`src/adsc_defines.vh`:
```
// Register map, field positions, reset values and timing counts for the converter control
`ifndef ADSC_DEFINES_VH
`define ADSC_DEFINES_VH

// Register byte addresses
`define ADSC_CTRL0_ADDR     5'h00
`define ADSC_CTRL1_ADDR     5'h04
`define ADSC_BGAP_ADDR      5'h08
`define ADSC_RESH_ADDR      5'h0C
`define ADSC_RESL_ADDR      5'h10
`define ADSC_ADDR_W         5

// First control register fields
`define ADSC_C0_START       7
`define ADSC_C0_BUSY        6
`define ADSC_C0_PWR         5
`define ADSC_C0_ALIGN       4
`define ADSC_C0_GAIN_LO     3
`define ADSC_C0_CHAN_HI     2
`define ADSC_C0_CHAN_LO     0

// Second control register fields
`define ADSC_C1_SRC_HI      7
`define ADSC_C1_SRC_LO      6
`define ADSC_C1_GAIN_HI     5
`define ADSC_C1_REF_HI      4
`define ADSC_C1_REF_LO      3
`define ADSC_C1_DIV_HI      2
`define ADSC_C1_DIV_LO      0

// Bandgap control field
`define ADSC_BG_EN          3

// Reset values
`define ADSC_CTRL0_RST      8'h00
`define ADSC_CTRL1_RST      8'h00
`define ADSC_BGAP_RST       1'h0

// Conversion timing in conversion clock periods
`define ADSC_SAMPLE_CLKS    4'h4
`define ADSC_CONVERT_CLKS   4'hA

// AXI responses
`define ADSC_RESP_OKAY      2'h0
`define ADSC_RESP_SLVERR    2'h2

`endif

```
`src/adsc_clk_div.v`:
```
// Conversion clock divider: one-cycle tick at fsys / 2^sel
`timescale 1ns/10ps
`default_nettype none

module adsc_clk_div (
  // Clock and reset
  input  wire       clk,
  input  wire       sys_rst,
  // Control
  input  wire       run,
  input  wire [2:0] div_sel,
  // Tick out
  output reg        tick_r
);

  reg  [6:0] cnt_r;   // Free counter while running
  wire [6:0] mask;    // Low bits that must be all ones

  // Mask of 2^sel - 1
  assign mask = (7'h7F >> (3'h7 - div_sel));

  // Divide by power of two
  always @(posedge clk or posedge sys_rst) begin
    if (sys_rst) begin
      cnt_r  <= 7'h00;
      tick_r <= 1'b0;
    end else if (!run) begin
      // Restart phase for each conversion
      cnt_r  <= 7'h00;
      tick_r <= 1'b0;
    end else begin
      cnt_r  <= cnt_r + 7'h01;
      tick_r <= ((cnt_r & mask) == mask);
    end
  end

endmodule // adsc_clk_div

`default_nettype wire

```
`src/adsc_top.v`:
```
// AXI4-Lite converter sequencing control: sources, reference, divider, start/busy
// Functional notes
// (RULE1) Source code 00 routes external pin channel
// (RULE2) Software guards channel before internal source
// (RULE3) Channel codes 100-111 connect no pin
// (RULE4) Reference: 00/11 pin, 01 supply, 10 amp
// (RULE5) Software avoids reference pin with internal ref
// (RULE6) Conversion clock is fsys over 2^code
// (RULE7) Second register bit5 is gain high bit
// (RULE8) Bandgap on if enable bit or LOW_VOLTAGE_RESET
// (RULE9) Bandgap register unused bits read zero
// (RULE10) Start on high then low write
// (RULE11) Busy set when conversion starts
// (RULE12) Done clears busy, sets request flag
// (RULE13) Software keeps conversion clock 0.5-10 us
// (RULE14) Software waits power-up before starting
// (RULE15) Software disables converter when idle
// (RULE16) Second register read-write, resets zero
// (RULE17) Conversion is 4 sample, 10 convert
// (RULE18) Alignment bit formats result bytes
// (RULE19) Results held while power disabled
// (RULE20) Falling start edge; ignored while busy
`timescale 1ns/10ps
`default_nettype none
`include "adsc_defines.vh"

module adsc_top (
  // Clock and reset
  input  wire        clk,
  input  wire        sys_rst,
  // AXI4-Lite write address
  input  wire [31:0] s_axi_awaddr,
  input  wire        s_axi_awvalid,
  output reg         s_axi_awready,
  // AXI4-Lite write data
  input  wire [31:0] s_axi_wdata,
  input  wire [3:0]  s_axi_wstrb,
  input  wire        s_axi_wvalid,
  output reg         s_axi_wready,
  // AXI4-Lite write response
  output reg  [1:0]  s_axi_bresp,
  output reg         s_axi_bvalid,
  input  wire        s_axi_bready,
  // AXI4-Lite read address
  input  wire [31:0] s_axi_araddr,
  input  wire        s_axi_arvalid,
  output reg         s_axi_arready,
  // AXI4-Lite read data
  output reg  [31:0] s_axi_rdata,
  output reg  [1:0]  s_axi_rresp,
  output reg         s_axi_rvalid,
  input  wire        s_axi_rready,
  // Converter core side
  input  wire [9:0]  core_result,
  input  wire        lvr_enable,
  output reg  [3:0]  ext_pin_connect_r,
  output reg  [3:0]  input_route_r,
  output reg  [2:0]  ref_route_r,
  output reg  [1:0]  amp_gain_sel_r,
  output reg         conv_power_r,
  output reg         bandgap_on_r,
  output reg         sample_phase_r,
  output reg         convert_phase_r,
  output reg         conv_done_r,
  output reg         conv_irq_flag_r
);

  // Converter state, one-hot
  localparam [2:0] ST_IDLE   = 3'b001;
  localparam [2:0] ST_SAMPLE = 3'b010;
  localparam [2:0] ST_CONV   = 3'b100;

  reg  [7:0]  ctrl0_r;        // First control register (busy bit unused)
  reg  [7:0]  ctrl1_r;        // Second control register
  reg         bg_en_r;        // Bandgap enable bit
  reg  [9:0]  result_r;       // Latched conversion result
  reg  [2:0]  state_r;        // Sequencer state
  reg  [3:0]  phase_cnt_r;    // Conversion clock periods in phase
  reg         start_armed_r;  // Start bit seen high
  reg         busy_r;         // Conversion in progress
  reg  [4:0]  wr_addr_r;      // Captured write address
  reg  [31:0] wr_data_r;      // Captured write data
  reg  [3:0]  wr_strb_r;      // Captured write strobes
  reg         aw_have_r;      // Write address held
  reg         w_have_r;       // Write data held
  wire        div_tick;       // One conversion clock period elapsed
  wire        do_write;       // Both halves of write present
  wire        wr_start_bit;   // Start bit in this write
  wire        start_evt;      // Accepted start event
  wire        phase_last;     // Final period of a phase
  reg  [31:0] rd_mux;         // Read data selection
  reg         rd_ok;          // Read address mapped
  wire [4:0]  rd_addr;        // Read word address

  // Conversion clock generation
  // (RULE6) Power-of-two divider
  adsc_clk_div u_div (
    .clk     (clk),
    .sys_rst (sys_rst),
    .run     (busy_r),
    .div_sel (ctrl1_r[`ADSC_C1_DIV_HI:`ADSC_C1_DIV_LO]),
    .tick_r  (div_tick)
  );

  // Write happens when address and data are both held
  assign do_write     = aw_have_r && w_have_r && !s_axi_bvalid;
  assign wr_start_bit = wr_data_r[`ADSC_C0_START];
  // (RULE10) High then low
  // (RULE20) Ignored while busy
  assign start_evt    = do_write && (wr_addr_r == `ADSC_CTRL0_ADDR) && wr_strb_r[0]
                        && start_armed_r && !wr_start_bit && !busy_r
                        && ctrl0_r[`ADSC_C0_PWR];
  assign phase_last   = div_tick && (phase_cnt_r == 4'h1);

  // Write channel capture and response
  always @(posedge clk or posedge sys_rst) begin
    if (sys_rst) begin
      s_axi_awready <= 1'b1;
      s_axi_wready  <= 1'b1;
      s_axi_bvalid  <= 1'b0;
      s_axi_bresp   <= `ADSC_RESP_OKAY;
      aw_have_r     <= 1'b0;
      w_have_r      <= 1'b0;
      wr_addr_r     <= 5'h00;
      wr_data_r     <= 32'h00000000;
      wr_strb_r     <= 4'h0;
    end else begin
      // Address taken in any order
      if (s_axi_awvalid && s_axi_awready) begin
        wr_addr_r     <= {s_axi_awaddr[4:2], 2'b00};
        aw_have_r     <= 1'b1;
        s_axi_awready <= 1'b0;
      end
      // Data taken in any order
      if (s_axi_wvalid && s_axi_wready) begin
        wr_data_r    <= s_axi_wdata;
        wr_strb_r    <= s_axi_wstrb;
        w_have_r     <= 1'b1;
        s_axi_wready <= 1'b0;
      end
      // Both present: commit and answer
      if (do_write) begin
        s_axi_bvalid <= 1'b1;
        s_axi_bresp  <= (wr_addr_r <= `ADSC_RESL_ADDR) ? `ADSC_RESP_OKAY : `ADSC_RESP_SLVERR;
        aw_have_r    <= 1'b0;
        w_have_r     <= 1'b0;
      end
      // Response accepted, reopen channels
      if (s_axi_bvalid && s_axi_bready) begin
        s_axi_bvalid  <= 1'b0;
        s_axi_awready <= 1'b1;
        s_axi_wready  <= 1'b1;
      end
    end
  end

  // Register writes
  always @(posedge clk or posedge sys_rst) begin
    if (sys_rst) begin
      ctrl0_r       <= `ADSC_CTRL0_RST;
      // (RULE16) Resets to zero
      ctrl1_r       <= `ADSC_CTRL1_RST;
      bg_en_r       <= `ADSC_BGAP_RST;
      start_armed_r <= 1'b0;
    end else if (do_write && wr_strb_r[0]) begin
      case (wr_addr_r)
        `ADSC_CTRL0_ADDR: begin
          // Busy bit is read-only, not stored
          ctrl0_r <= {wr_data_r[7], 1'b0, wr_data_r[5:0]};
          // (RULE20) Arm on high value
          start_armed_r <= wr_start_bit;
        end
        // (RULE16) Fully writable
        `ADSC_CTRL1_ADDR: ctrl1_r <= wr_data_r[7:0];
        `ADSC_BGAP_ADDR:  bg_en_r <= wr_data_r[`ADSC_BG_EN];
        default: ;
      endcase
    end
  end

  // Conversion sequencer
  always @(posedge clk or posedge sys_rst) begin
    if (sys_rst) begin
      state_r         <= ST_IDLE;
      busy_r          <= 1'b0;
      phase_cnt_r     <= 4'h0;
      result_r        <= 10'h000;
      conv_done_r     <= 1'b0;
      conv_irq_flag_r <= 1'b0;
      sample_phase_r  <= 1'b0;
      convert_phase_r <= 1'b0;
    end else begin
      conv_done_r <= 1'b0;
      case (state_r)
        ST_IDLE: begin
          if (start_evt) begin
            // (RULE11) Busy on start
            busy_r         <= 1'b1;
            // (RULE17) Sampling periods
            phase_cnt_r    <= `ADSC_SAMPLE_CLKS;
            sample_phase_r <= 1'b1;
            state_r        <= ST_SAMPLE;
          end
        end
        ST_SAMPLE: begin
          if (phase_last) begin
            // (RULE17) Conversion periods
            phase_cnt_r     <= `ADSC_CONVERT_CLKS;
            sample_phase_r  <= 1'b0;
            convert_phase_r <= 1'b1;
            state_r         <= ST_CONV;
          end else if (div_tick) begin
            phase_cnt_r <= phase_cnt_r - 4'h1;
          end
        end
        ST_CONV: begin
          if (phase_last) begin
            // (RULE12) Clear busy, raise flag
            busy_r          <= 1'b0;
            conv_done_r     <= 1'b1;
            conv_irq_flag_r <= 1'b1;
            convert_phase_r <= 1'b0;
            state_r         <= ST_IDLE;
            // (RULE19) Hold result when unpowered
            if (ctrl0_r[`ADSC_C0_PWR]) begin
              result_r <= core_result;
            end
          end else if (div_tick) begin
            phase_cnt_r <= phase_cnt_r - 4'h1;
          end
        end
        default: begin
          state_r <= ST_IDLE;
          busy_r  <= 1'b0;
        end
      endcase
      // Flag cleared by a new start; completion above sets it
      if (start_evt) begin
        conv_irq_flag_r <= 1'b0;
      end
    end
  end

  // Analog routing and enables, registered
  always @(posedge clk or posedge sys_rst) begin
    if (sys_rst) begin
      ext_pin_connect_r <= 4'h0;
      input_route_r     <= 4'h0;
      ref_route_r       <= 3'h0;
      amp_gain_sel_r    <= 2'h0;
      conv_power_r      <= 1'b0;
      bandgap_on_r      <= 1'b0;
    end else begin
      // (RULE1) External only with source 00
      // (RULE3) Codes 100-111 connect nothing
      ext_pin_connect_r <= (ctrl1_r[7:6] == 2'b00 && !ctrl0_r[2])
                           ? (4'h1 << ctrl0_r[1:0]) : 4'h0;
      // One-hot: ext, amp output, battery/4, supply/4
      input_route_r     <= 4'h1 << ctrl1_r[7:6];
      // (RULE4) Pin, supply, amp reference
      case (ctrl1_r[`ADSC_C1_REF_HI:`ADSC_C1_REF_LO])
        2'b01:   ref_route_r <= 3'h2;
        2'b10:   ref_route_r <= 3'h4;
        default: ref_route_r <= 3'h1;
      endcase
      // (RULE7) Gain bits from two registers
      amp_gain_sel_r    <= {ctrl1_r[`ADSC_C1_GAIN_HI], ctrl0_r[`ADSC_C0_GAIN_LO]};
      conv_power_r      <= ctrl0_r[`ADSC_C0_PWR];
      // (RULE8) Enable bit or LOW_VOLTAGE_RESET
      bandgap_on_r      <= bg_en_r | lvr_enable;
    end
  end

  // Read decode
  assign rd_addr = {s_axi_araddr[4:2], 2'b00};
  always @* begin
    rd_mux = 32'h00000000;
    rd_ok  = 1'b1;
    case (rd_addr)
      `ADSC_CTRL0_ADDR: rd_mux[7:0] = {ctrl0_r[7], busy_r, ctrl0_r[5:0]};
      `ADSC_CTRL1_ADDR: rd_mux[7:0] = ctrl1_r;
      // (RULE9) Unused bits zero
      `ADSC_BGAP_ADDR:  rd_mux[7:0] = {4'h0, bg_en_r, 3'h0};
      // (RULE18) High byte by alignment
      `ADSC_RESH_ADDR:  rd_mux[7:0] = ctrl0_r[`ADSC_C0_ALIGN] ? {6'h00, result_r[9:8]}
                                                             : result_r[9:2];
      // (RULE18) Low byte by alignment
      `ADSC_RESL_ADDR:  rd_mux[7:0] = ctrl0_r[`ADSC_C0_ALIGN] ? result_r[7:0]
                                                             : {result_r[1:0], 6'h00};
      default:          rd_ok = 1'b0;
    endcase
  end

  // Read channel
  always @(posedge clk or posedge sys_rst) begin
    if (sys_rst) begin
      s_axi_arready <= 1'b1;
      s_axi_rvalid  <= 1'b0;
      s_axi_rdata   <= 32'h00000000;
      s_axi_rresp   <= `ADSC_RESP_OKAY;
    end else if (s_axi_arvalid && s_axi_arready) begin
      s_axi_arready <= 1'b0;
      s_axi_rvalid  <= 1'b1;
      s_axi_rdata   <= rd_mux;
      s_axi_rresp   <= (rd_ok && s_axi_araddr[31:5] == 27'h0) ? `ADSC_RESP_OKAY
                                                               : `ADSC_RESP_SLVERR;
    end else if (s_axi_rvalid && s_axi_rready) begin
      s_axi_rvalid  <= 1'b0;
      s_axi_arready <= 1'b1;
    end
  end

endmodule // adsc_top

`default_nettype wire

```
`config.mk`:
```
export PLATFORM = sky130hd
export DESIGN_NAME = adsc_top
export DESIGN_NICKNAME = d
export VERILOG_FILES = /design/src/adsc_clk_div.v /design/src/adsc_top.v
export VERILOG_INCLUDE_DIRS = /design/src
export SDC_FILE = /design/constraint.sdc
export NUM_CORES = 1
export LEC_CHECK = 0
export BUFFER_PORTS_ARGS = -buffer_cell sky130_fd_sc_hd__buf_2
export CORE_MARGIN = 4
export CORE_UTILIZATION = 48
export CTS_CLUSTER_DIAMETER = 150
export DETAILED_ROUTE_END_ITERATION = 8
export HOLD_SLACK_MARGIN = 0.15
export PLACE_DENSITY_LB_ADDON = 0.3
export SETUP_SLACK_MARGIN = 0.1
export SYNTH_ARGS = -nofsm -noshare
export SYNTH_HDL_FRONTEND = slang
export SYNTH_SLANG_ARGS = --single-unit
```
`constraint.sdc`:
```
create_clock -name clk -period 3.66 [get_ports clk]
set_clock_uncertainty 0.1 [all_clocks]
set_input_delay 0.732 -clock clk [delete_from_list [all_inputs] [get_ports clk]]
set_output_delay 0.732 -clock clk [all_outputs]
set_load 0.02 [all_outputs]
```
### After elaboration in Yosys (flattened, before gate mapping)

Cells that the tools add are included.

| operators by class | value |
|---|---|
| bitwise gates (word level) | 3 |
| shift operators | 3 |
| equality and inequality tests | 17 |
| mux-type cells | 43 |
| add/subtract/negate cells | 3 |
| reduce and logical (&&, ||, !) cells | 47 |
| magnitude comparators | 1 |

Operator list:

| operator | count |
|---|---|
| $pmux W8 S5 | 1 |
| $logic_not A27 Y1 | 1 |
| $mux W1 | 23 |
| $mux W4 | 5 |
| $reduce_bool A2 Y1 | 10 |
| $reduce_and A3 Y1 | 6 |
| $logic_and A1 B1 Y1 | 17 |
| $mux W8 | 2 |
| $eq A3 B2 Y1 const B | 4 |
| $pmux W4 S3 | 1 |
| $logic_not A5 Y1 | 2 |
| $eq A3 B1 Y1 const B | 3 |
| $mux W3 | 3 |
| $pmux W3 S3 | 1 |
| $ne A2 B2 Y1 const B | 4 |
| $reduce_and A2 Y1 | 4 |
| $shl A1 B2 Y4 const A | 2 |
| $add A7 B1 Y7 const B | 1 |
| $and A7 B7 Y7 | 1 |
| $eq A7 B7 Y1 | 1 |
| $mux W7 | 1 |
| $shr A7 B3 Y7 const A | 1 |
| $eq A3 B3 Y1 const B | 2 |
| $pmux W3 S2 | 1 |
| 15 further kinds | 20 |

| storage, ports and cells | value |
|---|---|
| register bits after elaboration | 93 |
| logic and storage cells | 150 |
| output and inout port bits | 60 |
| input bits | 118 |

### Logic depth before layout (Yosys ltp)

Gate-level depths: netlist (run 1).

| depth | value |
|---|---|
| word-level depth | 10 |
| depth in mapped cells | 6 |
| depth with buffers taken out | 6 |

### Hierarchy

A second synthesis (run 1) with hierarchy kept.

| second synthesis, totals | value |
|---|---|
| cells, all modules | 376 |
| area, all modules | 4302.9 um^2 |

Modules (own cells, without submodules):

| module | instances | area an instance (um^2) | sequential area each (um^2) | cells each |
|---|---|---|---|---|
| adsc_top | 1 | 3911.3 | 2057.0 | 337 |
| adsc_clk_div | 1 | 391.6 | 200.2 | 39 |

### Worst setup path before layout (run 1)

OpenSTA, ideal clock, no wires.

| timing | value |
|---|---|
| path type | in2reg |
| from | input port s_axi_araddr[3] |
| to | register s_axi_rdata[3] |
| arrival time | 1.652 ns |
| stages | 5 |
| path buffers | 1 |
| library setup time | 0.132 ns |
| data required time | 3.428 ns |
| slack | 1.776 ns |
| cell sequence | clkbuf_1 -> inv_1 -> and3_1 -> a222oi_1 -> o21ai_0 |

| between the ends | value |
|---|---|
| word-level cells in the longest chain between the ends | 2 |
| elaborated cells on any way between the ends | 6 |
| those cells by class | eq/ne: 4; mux: 1; reduce/logical: 1 |

RTL lines:

| item | RTL line | text |
|---|---|---|
| from (decl) | adsc_top.v:45 | `input wire [31:0] s_axi_araddr,` |
| $eq A3 B3 Y1, or another cell as far along | adsc_top.v:279 | `case (rd_addr)` |
| $pmux W8 S5 * | adsc_top.v:279 |  |
| to (signal assigned) | adsc_top.v:304 | `s_axi_rdata <= rd_mux;` |
| to (decl) | adsc_top.v:49 | `output reg [31:0] s_axi_rdata,` |

Every way passes the cells marked *; elsewhere a longest branch is shown, timed or not.
A chain may end at the register's enable or synchronous reset.

### Final worst setup path (run 1)

| timing | value |
|---|---|
| from | register busy_r |
| to | register phase_cnt_r[1] |

| between the ends | value |
|---|---|
| word-level cells in the longest chain between the ends | 5 |

RTL lines:

| item | RTL line | text |
|---|---|---|
| from (decl) | adsc_top.v:80 | `reg busy_r;` |
| from (signal assigned) | adsc_top.v:185 | `busy_r <= 1'b0;` |
| from (signal assigned) | adsc_top.v:198 | `busy_r <= 1'b1;` |
| from (signal assigned) | adsc_top.v:219 | `busy_r <= 1'b0;` |
| $logic_not A1 Y1 | n/a |  |
| $logic_and A1 B1 Y1 (2 in series) | adsc_top.v:110 | `` assign start_evt = do_write && (wr_addr_r == `ADSC_CTRL0_ADDR) && wr_strb_r[0] `` |
| $ne A2 B2 Y1 (no source line) | n/a |  |
| $reduce_and A3 Y1 (no source line) | n/a |  |
| to (signal assigned) | adsc_top.v:200 | `` phase_cnt_r <= `ADSC_SAMPLE_CLKS; `` |
| to (signal assigned) | adsc_top.v:208 | `` phase_cnt_r <= `ADSC_CONVERT_CLKS; `` |
| to (signal assigned) | adsc_top.v:213 | `phase_cnt_r <= phase_cnt_r - 4'h1;` |
| to (decl) | adsc_top.v:78 | `reg [3:0] phase_cnt_r;` |

No other way between the ends.

==> flow_metrics.tcl, run 1 <==
set metrics [dict create \
    outcome "completed" \
    rsz0062_at_grt "false" \
    clock.fmax_mhz 484 \
    grt_usage 0.176 \
    fp.dieW_um 101 \
    core-area_um2 8340 \
    first_pass_iters 4 \
    die_y_um 101 \
    place.gp.congestion 0.847 \
    hpwl_um 6550 \
    final_cells 565 \
    setup_viol 0 \
    p_int_mw 1.76 \
    drc_errors 0 \
    cts_buffer_depth 2 \
    ir_drop_mv 0.257 \
    grt_antenna_before_repair 0 \
    rr_startpoint "busy_r$_DFFE_PP0P_" \
    switchingPower_mw 0.826 \
    worst_pin_slew_ns 0.505 \
    cp.arrival_ns 2.20 \
    die-area_um2 10300 \
    cts_hold_buf 0 \
    htree_levels 3 \
    grt_pass1_vias 2938 \
    slew_viol_final 0 \
    hp-class "primary input to async pin" \
    nets 579 \
    synth-edff-count 0 \
    cts_tree "built" \
    drt_iter0_drc 120 \
    clkPwrFrac 0.239 \
    grt_max_degree 34 \
    clk_latency_ns 0.35 \
    placed_area_um2 4680 \
    startpoint_type "flop" \
    areaGrowthSynthToFinish_pct 16.0 \
    grt_pass1_wl_um 14100 \
    design_area_um2 4860 \
    place_inst 550 \
    drt_wl_total_um 8620 \
    fin_setup_tns_ns 0 \
    timing.rr.end "phase_cnt_r[1]$_DFFE_PP0P_" \
    path_clk_slew_ns 0.08 \
    ys_ff_latch 90 \
    viasPerCell 5.23 \
    pre_cts_slack_ns 1.57 \
    cp_max_fo 12 \
    synthCells 356 \
    p_total_mw 2.58 \
    overflow 0 \
    post_cts_resized 0 \
    swShare 0.320 \
    slew_headroom 0.663 \
    p_seq_frac 0.534 \
    antennaDiodeCount 0 \
    seq_area_frac_synth 0.539 \
    synth_top_cell_by_area "dfrtp_1" \
    worst_hold_slack_ns 0.284 \
    ant_nets 0 \
    power_leakage_nw 2.36 \
    cp.required_ns 3.80 \
    io_pins 178 \
    min_period_over_period 0.564 \
    cts_root_buf "clkbuf_8" \
    synthArstFlopShare 1.00 \
    finalHoldViolations 0 \
    post_cts_buffers 0 \
    yosysWarningCount 0 \
    maxCapViolations 0 \
    critPathKind "flop to flop" \
    post-route-min-period_ns 2.06 \
    reg2reg_setup_slack_ns 1.60 \
    dr_total_vias 2954 \
    worstRegToRegCells 4 \
    synthTopCellsByArea "dfrtp_1 (51%), mux2_2 (10%), buf_4 (4.7%)" \
    ys.flop_type "dfrtp_1" \
    synth_top_area_frac 0.514 \
    fin_util 0.582 \
    clkSinkCount 90 \
    wl_per_cell_um 15.2 \
    drive_gt1_frac 0.357 \
    syn-cell-area_um2 4190 \
    rows 33 \
    pwr_density_cell_nw_per_um2 531 \
    end_kind "flop" \
    port_buffers 93 \
    numCtsBuffers 9 \
    p_comb_frac 0.227 \
    timing.final.ws_setup_ns 1.60 \
    syn_area_per_cell_um2 11.8 \
    initial_core_util 0.502 \
    synth.distinct_cells 56 \
]
## state kept, by name, indices dropped and copies added, names as in the netlist, 2 cells and up
signal and count:
result_r 10, ctrl1_r 8, s_axi_rdata 8, wr_data_r 8
u_div.cnt_r 7, ctrl0_r 6, ext_pin_connect_r 4, input_route_r 4
phase_cnt_r 4, ref_route_r 3, state_r 3, wr_addr_r 3
amp_gain_sel_r 2
## placed cells by master, fill, tap and decap left out, drive strengths merged, types with 6 or more instances in the layout
cell    instances
nor4            6
o21ai          24
mux2i          12
and2            8
mux2           40
nand2          29
dfrtp          86
a21oi           7
buf            95
inv            17
conb           26
nand3           8
clkbuf         11
nor2            8
## synth_stat cells, types with 3 or more instances
cell and instances:
mux2_2 37, a21oi_1 6, nor2_1 8, nand2b_1 5, nand3_1 7, inv_1 18, xnor2_1 4, dfrtp_1 86
o21ai_0 24, a221oi_1 3, mux2i_1 12, nor4_1 6, nand2_1 28, clkbuf_1 4, ha_1 5, and2_1 7
o22ai_1 3, a22oi_1 5, nor3_1 5, a2bb2oi_1 3, dfstp_2 4, mux2_1 3, nor3b_1 3, nor2b_1 4
buf_4 26
## final cells by class
type,count,area [um^2]
sequential,90,2260
inverter,18,68.8
fill,706,3480
clock inverter,4,27.5
clock buffer,11,151
timing repair buffer,95,480
tap,105,131
multi-input combinational,242,1740
## worst max-delay path by stage
| stage | startpoint | to | slack (ns) | depth (start not counted) |
|---|---|---|---|---|
| 6_report | busy_r$_DFFE_PP0P_ | phase_cnt_r[1]$_DFFE_PP0P_ | 1.60 | 4 |
| 5_1_grt | busy_r$_DFFE_PP0P_ | phase_cnt_r[0]$_DFFE_PP0P_ | 1.47 | 4 |
| 4_1_cts | busy_r$_DFFE_PP0P_ | phase_cnt_r[0]$_DFFE_PP0P_ | 1.60 | 4 |
| 3_5_place_dp | s_axi_araddr[2] | s_axi_rdata[3]$_DFFE_PP0P_ | 1.57 | 5 |
| 3_3_place_gp | s_axi_araddr[2] | s_axi_rdata[3]$_DFFE_PP0P_ | 1.59 | 5 |
| 2_1_floorplan | sys_rst | amp_gain_sel_r[0]$_DFF_PP0_ | 0.50 | 1 |
## power by group through the flow
stage / combinational [mW] / sequential (mW) / clock [mW]
floorplan: 0.347 / 1.45 / 0
global placement: 0.576 / 1.38 / 0
detailed placement: 0.594 / 1.40 / 0
CTS: 0.597 / 1.38 / 0.631
global route: 0.648 / 1.41 / 0.684
finish: 0.587 / 1.38 / 0.617
## routing by layer
metal	routed length, um	GRT usage	up-vias
met5	0	0	-
met4	133	0.0583	0
met3	557	0.0420	11
met2	4250	0.288	87
met1	3670	0.231	1448
li1	-	-	1408
## worst max-delay path, stage by stage (launching register included)
cell	delay, ns
dfrtp_1	0.52
nor4bb_1	0.39
nand3_2	0.21
a21oi_2	0.35
mux2_2	0.38
## logic make-up (layout without fill, tap and decap cells)
group	Yosys count	count (layout)	share of synthesized area
and+or+nand+nor	94	94	0.137
DFF	90	90	0.539
AOI/OAI and AO/OA	59	59	0.0912
muxes	52	52	0.136
buffers and inverters	49	128	0.0675
xor gates and xnor gates	6	6	0.0126
adders and majority gates	5	5	0.0149
other	1	26	0.000896
Note: power is estimated with default switching activity, not from simulation.
==> inputs of run 2 (changes only) <==
CORE_UTILIZATION = 43   (was 48)
clock period = 1.7 ns   (was 3.66 ns; I/O delays follow)
==> flow_metrics.tcl, run 2 (same netlist as run 1, synthesis figures left out) <==
set metrics [dict create \
    ir_drop_mv 0.524 \
    io_pins 178 \
    cp_top_family "simple AND/OR/NAND/NOR gates" \
    final_common_cell "buf_2" \
    regMostFlops "result_r" \
    drive_gt1_frac 0.417 \
    cp_max_fo 5 \
    post-route-min-period_ns 1.69 \
    clk_latency_ns 0.35 \
    fp.dieW_um 107 \
    die_y_um 107 \
    worst_hold_slack_ns 0.212 \
    worstRegToRegCells 6 \
    cp.required_ns 1.85 \
    htree_levels 3 \
    grt_max_degree 32 \
    cp.depth 6 \
    end_kind "flop" \
    design_area_um2 5740 \
    multi_input_area_um2 1910 \
    wl_met3_um 725 \
    drt_iter0_drc 128 \
    wl_per_cell_um 15.2 \
    drc_errors 0 \
    dr_total_vias 3276 \
    placed_area_um2 4980 \
    met1_length_um 4000 \
    crit_buf_inv 1 \
    die-area_um2 11400 \
    p_total_mw 6.24 \
    cts_buffer_depth 2 \
    slew_viol_final 0 \
    timing.final.ws_setup_ns 0.00764 \
    cp_cell_sequence "inv_2 > ha_4 > and4bb_2 > and2_4 > nand2_8 > mux2_4" \
    largest_register_ffs 10 \
    routed.top_layer "met4" \
    cts_tree "built" \
    place.gp.congestion 0.813 \
    drt_wl_total_um 9940 \
    grt_pass1_vias 3251 \
    antennaDiodeCount 0 \
    startpoint_type "flop" \
    regArea_um2 2260 \
    rows 35 \
    cp.arrival_ns 1.84 \
    path_clk_slew_ns 0.10 \
    clock.fmax_mhz 591 \
    first_pass_iters 5 \
    finalHoldViolations 0 \
    fillCellCount 782 \
    critPathKind "flop to flop" \
    nets 643 \
    pwr_density_cell_nw_per_um2 1090 \
    hold-path-cell-count 5 \
    fin_util 0.612 \
    overflow 0 \
    hpwl_um 6900 \
    grt_antenna_before_repair 0 \
    numCtsBuffers 9 \
    final_cell_mix "buf_2 (91), dfrtp_1 (83), dlygate4sd3_1 (30), buf_4 (29), nand2_1 (27)" \
    viasPerCell 5.01 \
    cts_root_buf "clkbuf_8" \
    grt_usage 0.173 \
    met2_wirelength_um 5020 \
    rsz0062_at_grt "true" \
    critPathSlowestCell "dfrtp_1" \
    cpPeakStageDelay_ns 0.40 \
    setup_viol 0 \
    pre_cts_slack_ns -0.0291 \
    port_buffers 93 \
    clkSinkCount 90 \
    power_leakage_nw 2.77 \
    areaGrowthSynthToFinish_pct 37.1 \
    maxCapViolations 0 \
    core-area_um2 9370 \
    ant_nets 0 \
    outcome "completed" \
    initial_core_util 0.447 \
    hp-class "primary input to flop" \
    grt_pass1_wl_um 15600 \
    min_period_over_period 0.996 \
]
## run 2: final timing paths
check | from | to | slack, ns
max in group asynchronous | sys_rst | state_r[0]$_DFFE_PP1P_ | 0.52
worst min register to register | ctrl0_r[3]$_DFFE_PP0P_ | amp_gain_sel_r[0]$_DFF_PP0_ | 0.32
worst min-delay path | s_axi_araddr[9] | s_axi_rresp[1]$_DFFE_PP0P_ | 0.21
worst max register to register | phase_cnt_r[1]$_DFFE_PP0P_ | result_r[1]$_DFFE_PP0P_ | 0.008
min in group asynchronous | sys_rst | bandgap_on_r$_DFF_PP0_ | 0.45
worst max-delay path | phase_cnt_r[1]$_DFFE_PP0P_ | result_r[1]$_DFFE_PP0P_ | 0.008
## run 2: final cells by class
class,count,area share
clock buffers,9,0.0216
clock inverters,7,0.0174
inverters,18,0.0124
multi-input cells,243,0.333
flip-flops and latches,90,0.394
well taps,129,0.0281
repair buffers,158,0.193
## run 2: repair_timing
item,4_1_cts,5_1_grt
pin swaps,1,6
hold buffers,30,0
setup endpoints to repair,24,36
gates resized for setup,15,25
cloned,1,0
hold endpoints to repair,42,0
setup buffers,3,7
## run 2: through the flow
| step | instances | setup TNS [ns] |
|---|---|---|
| after floorplan | 381 | -0.739 |
| after global placement | 597 | 0 |
| after detailed placement | 597 | -0.116 |
| after CTS | 647 | 0 |
| after global routing | 654 | -0.541 |
| final | 654 | 0 |
## run 2: tightest hold or removal path, delay by kind of cell
kind | cells | cell delay (ns)
buffers and inverters | 1 | 0.08
and+or+nand+nor | 4 | 0.21
## run 2: layer usage
metal  global-route usage  vias to the layer above
met3               0.0361                       18
met4               0.0694                        0
met5                    0                        -
met1                0.211                     1590
li1                     -                     1535
met2                0.301                      133
## run 2: power breakdown
group / leakage [nW] / switching, mW / internal (mW)
clock network: 0.114 / 0.788 / 0.842
logic: 1.51 / 0.830 / 0.848
registers: 1.15 / 0.339 / 2.59
total: 2.77 / 1.96 / 4.28
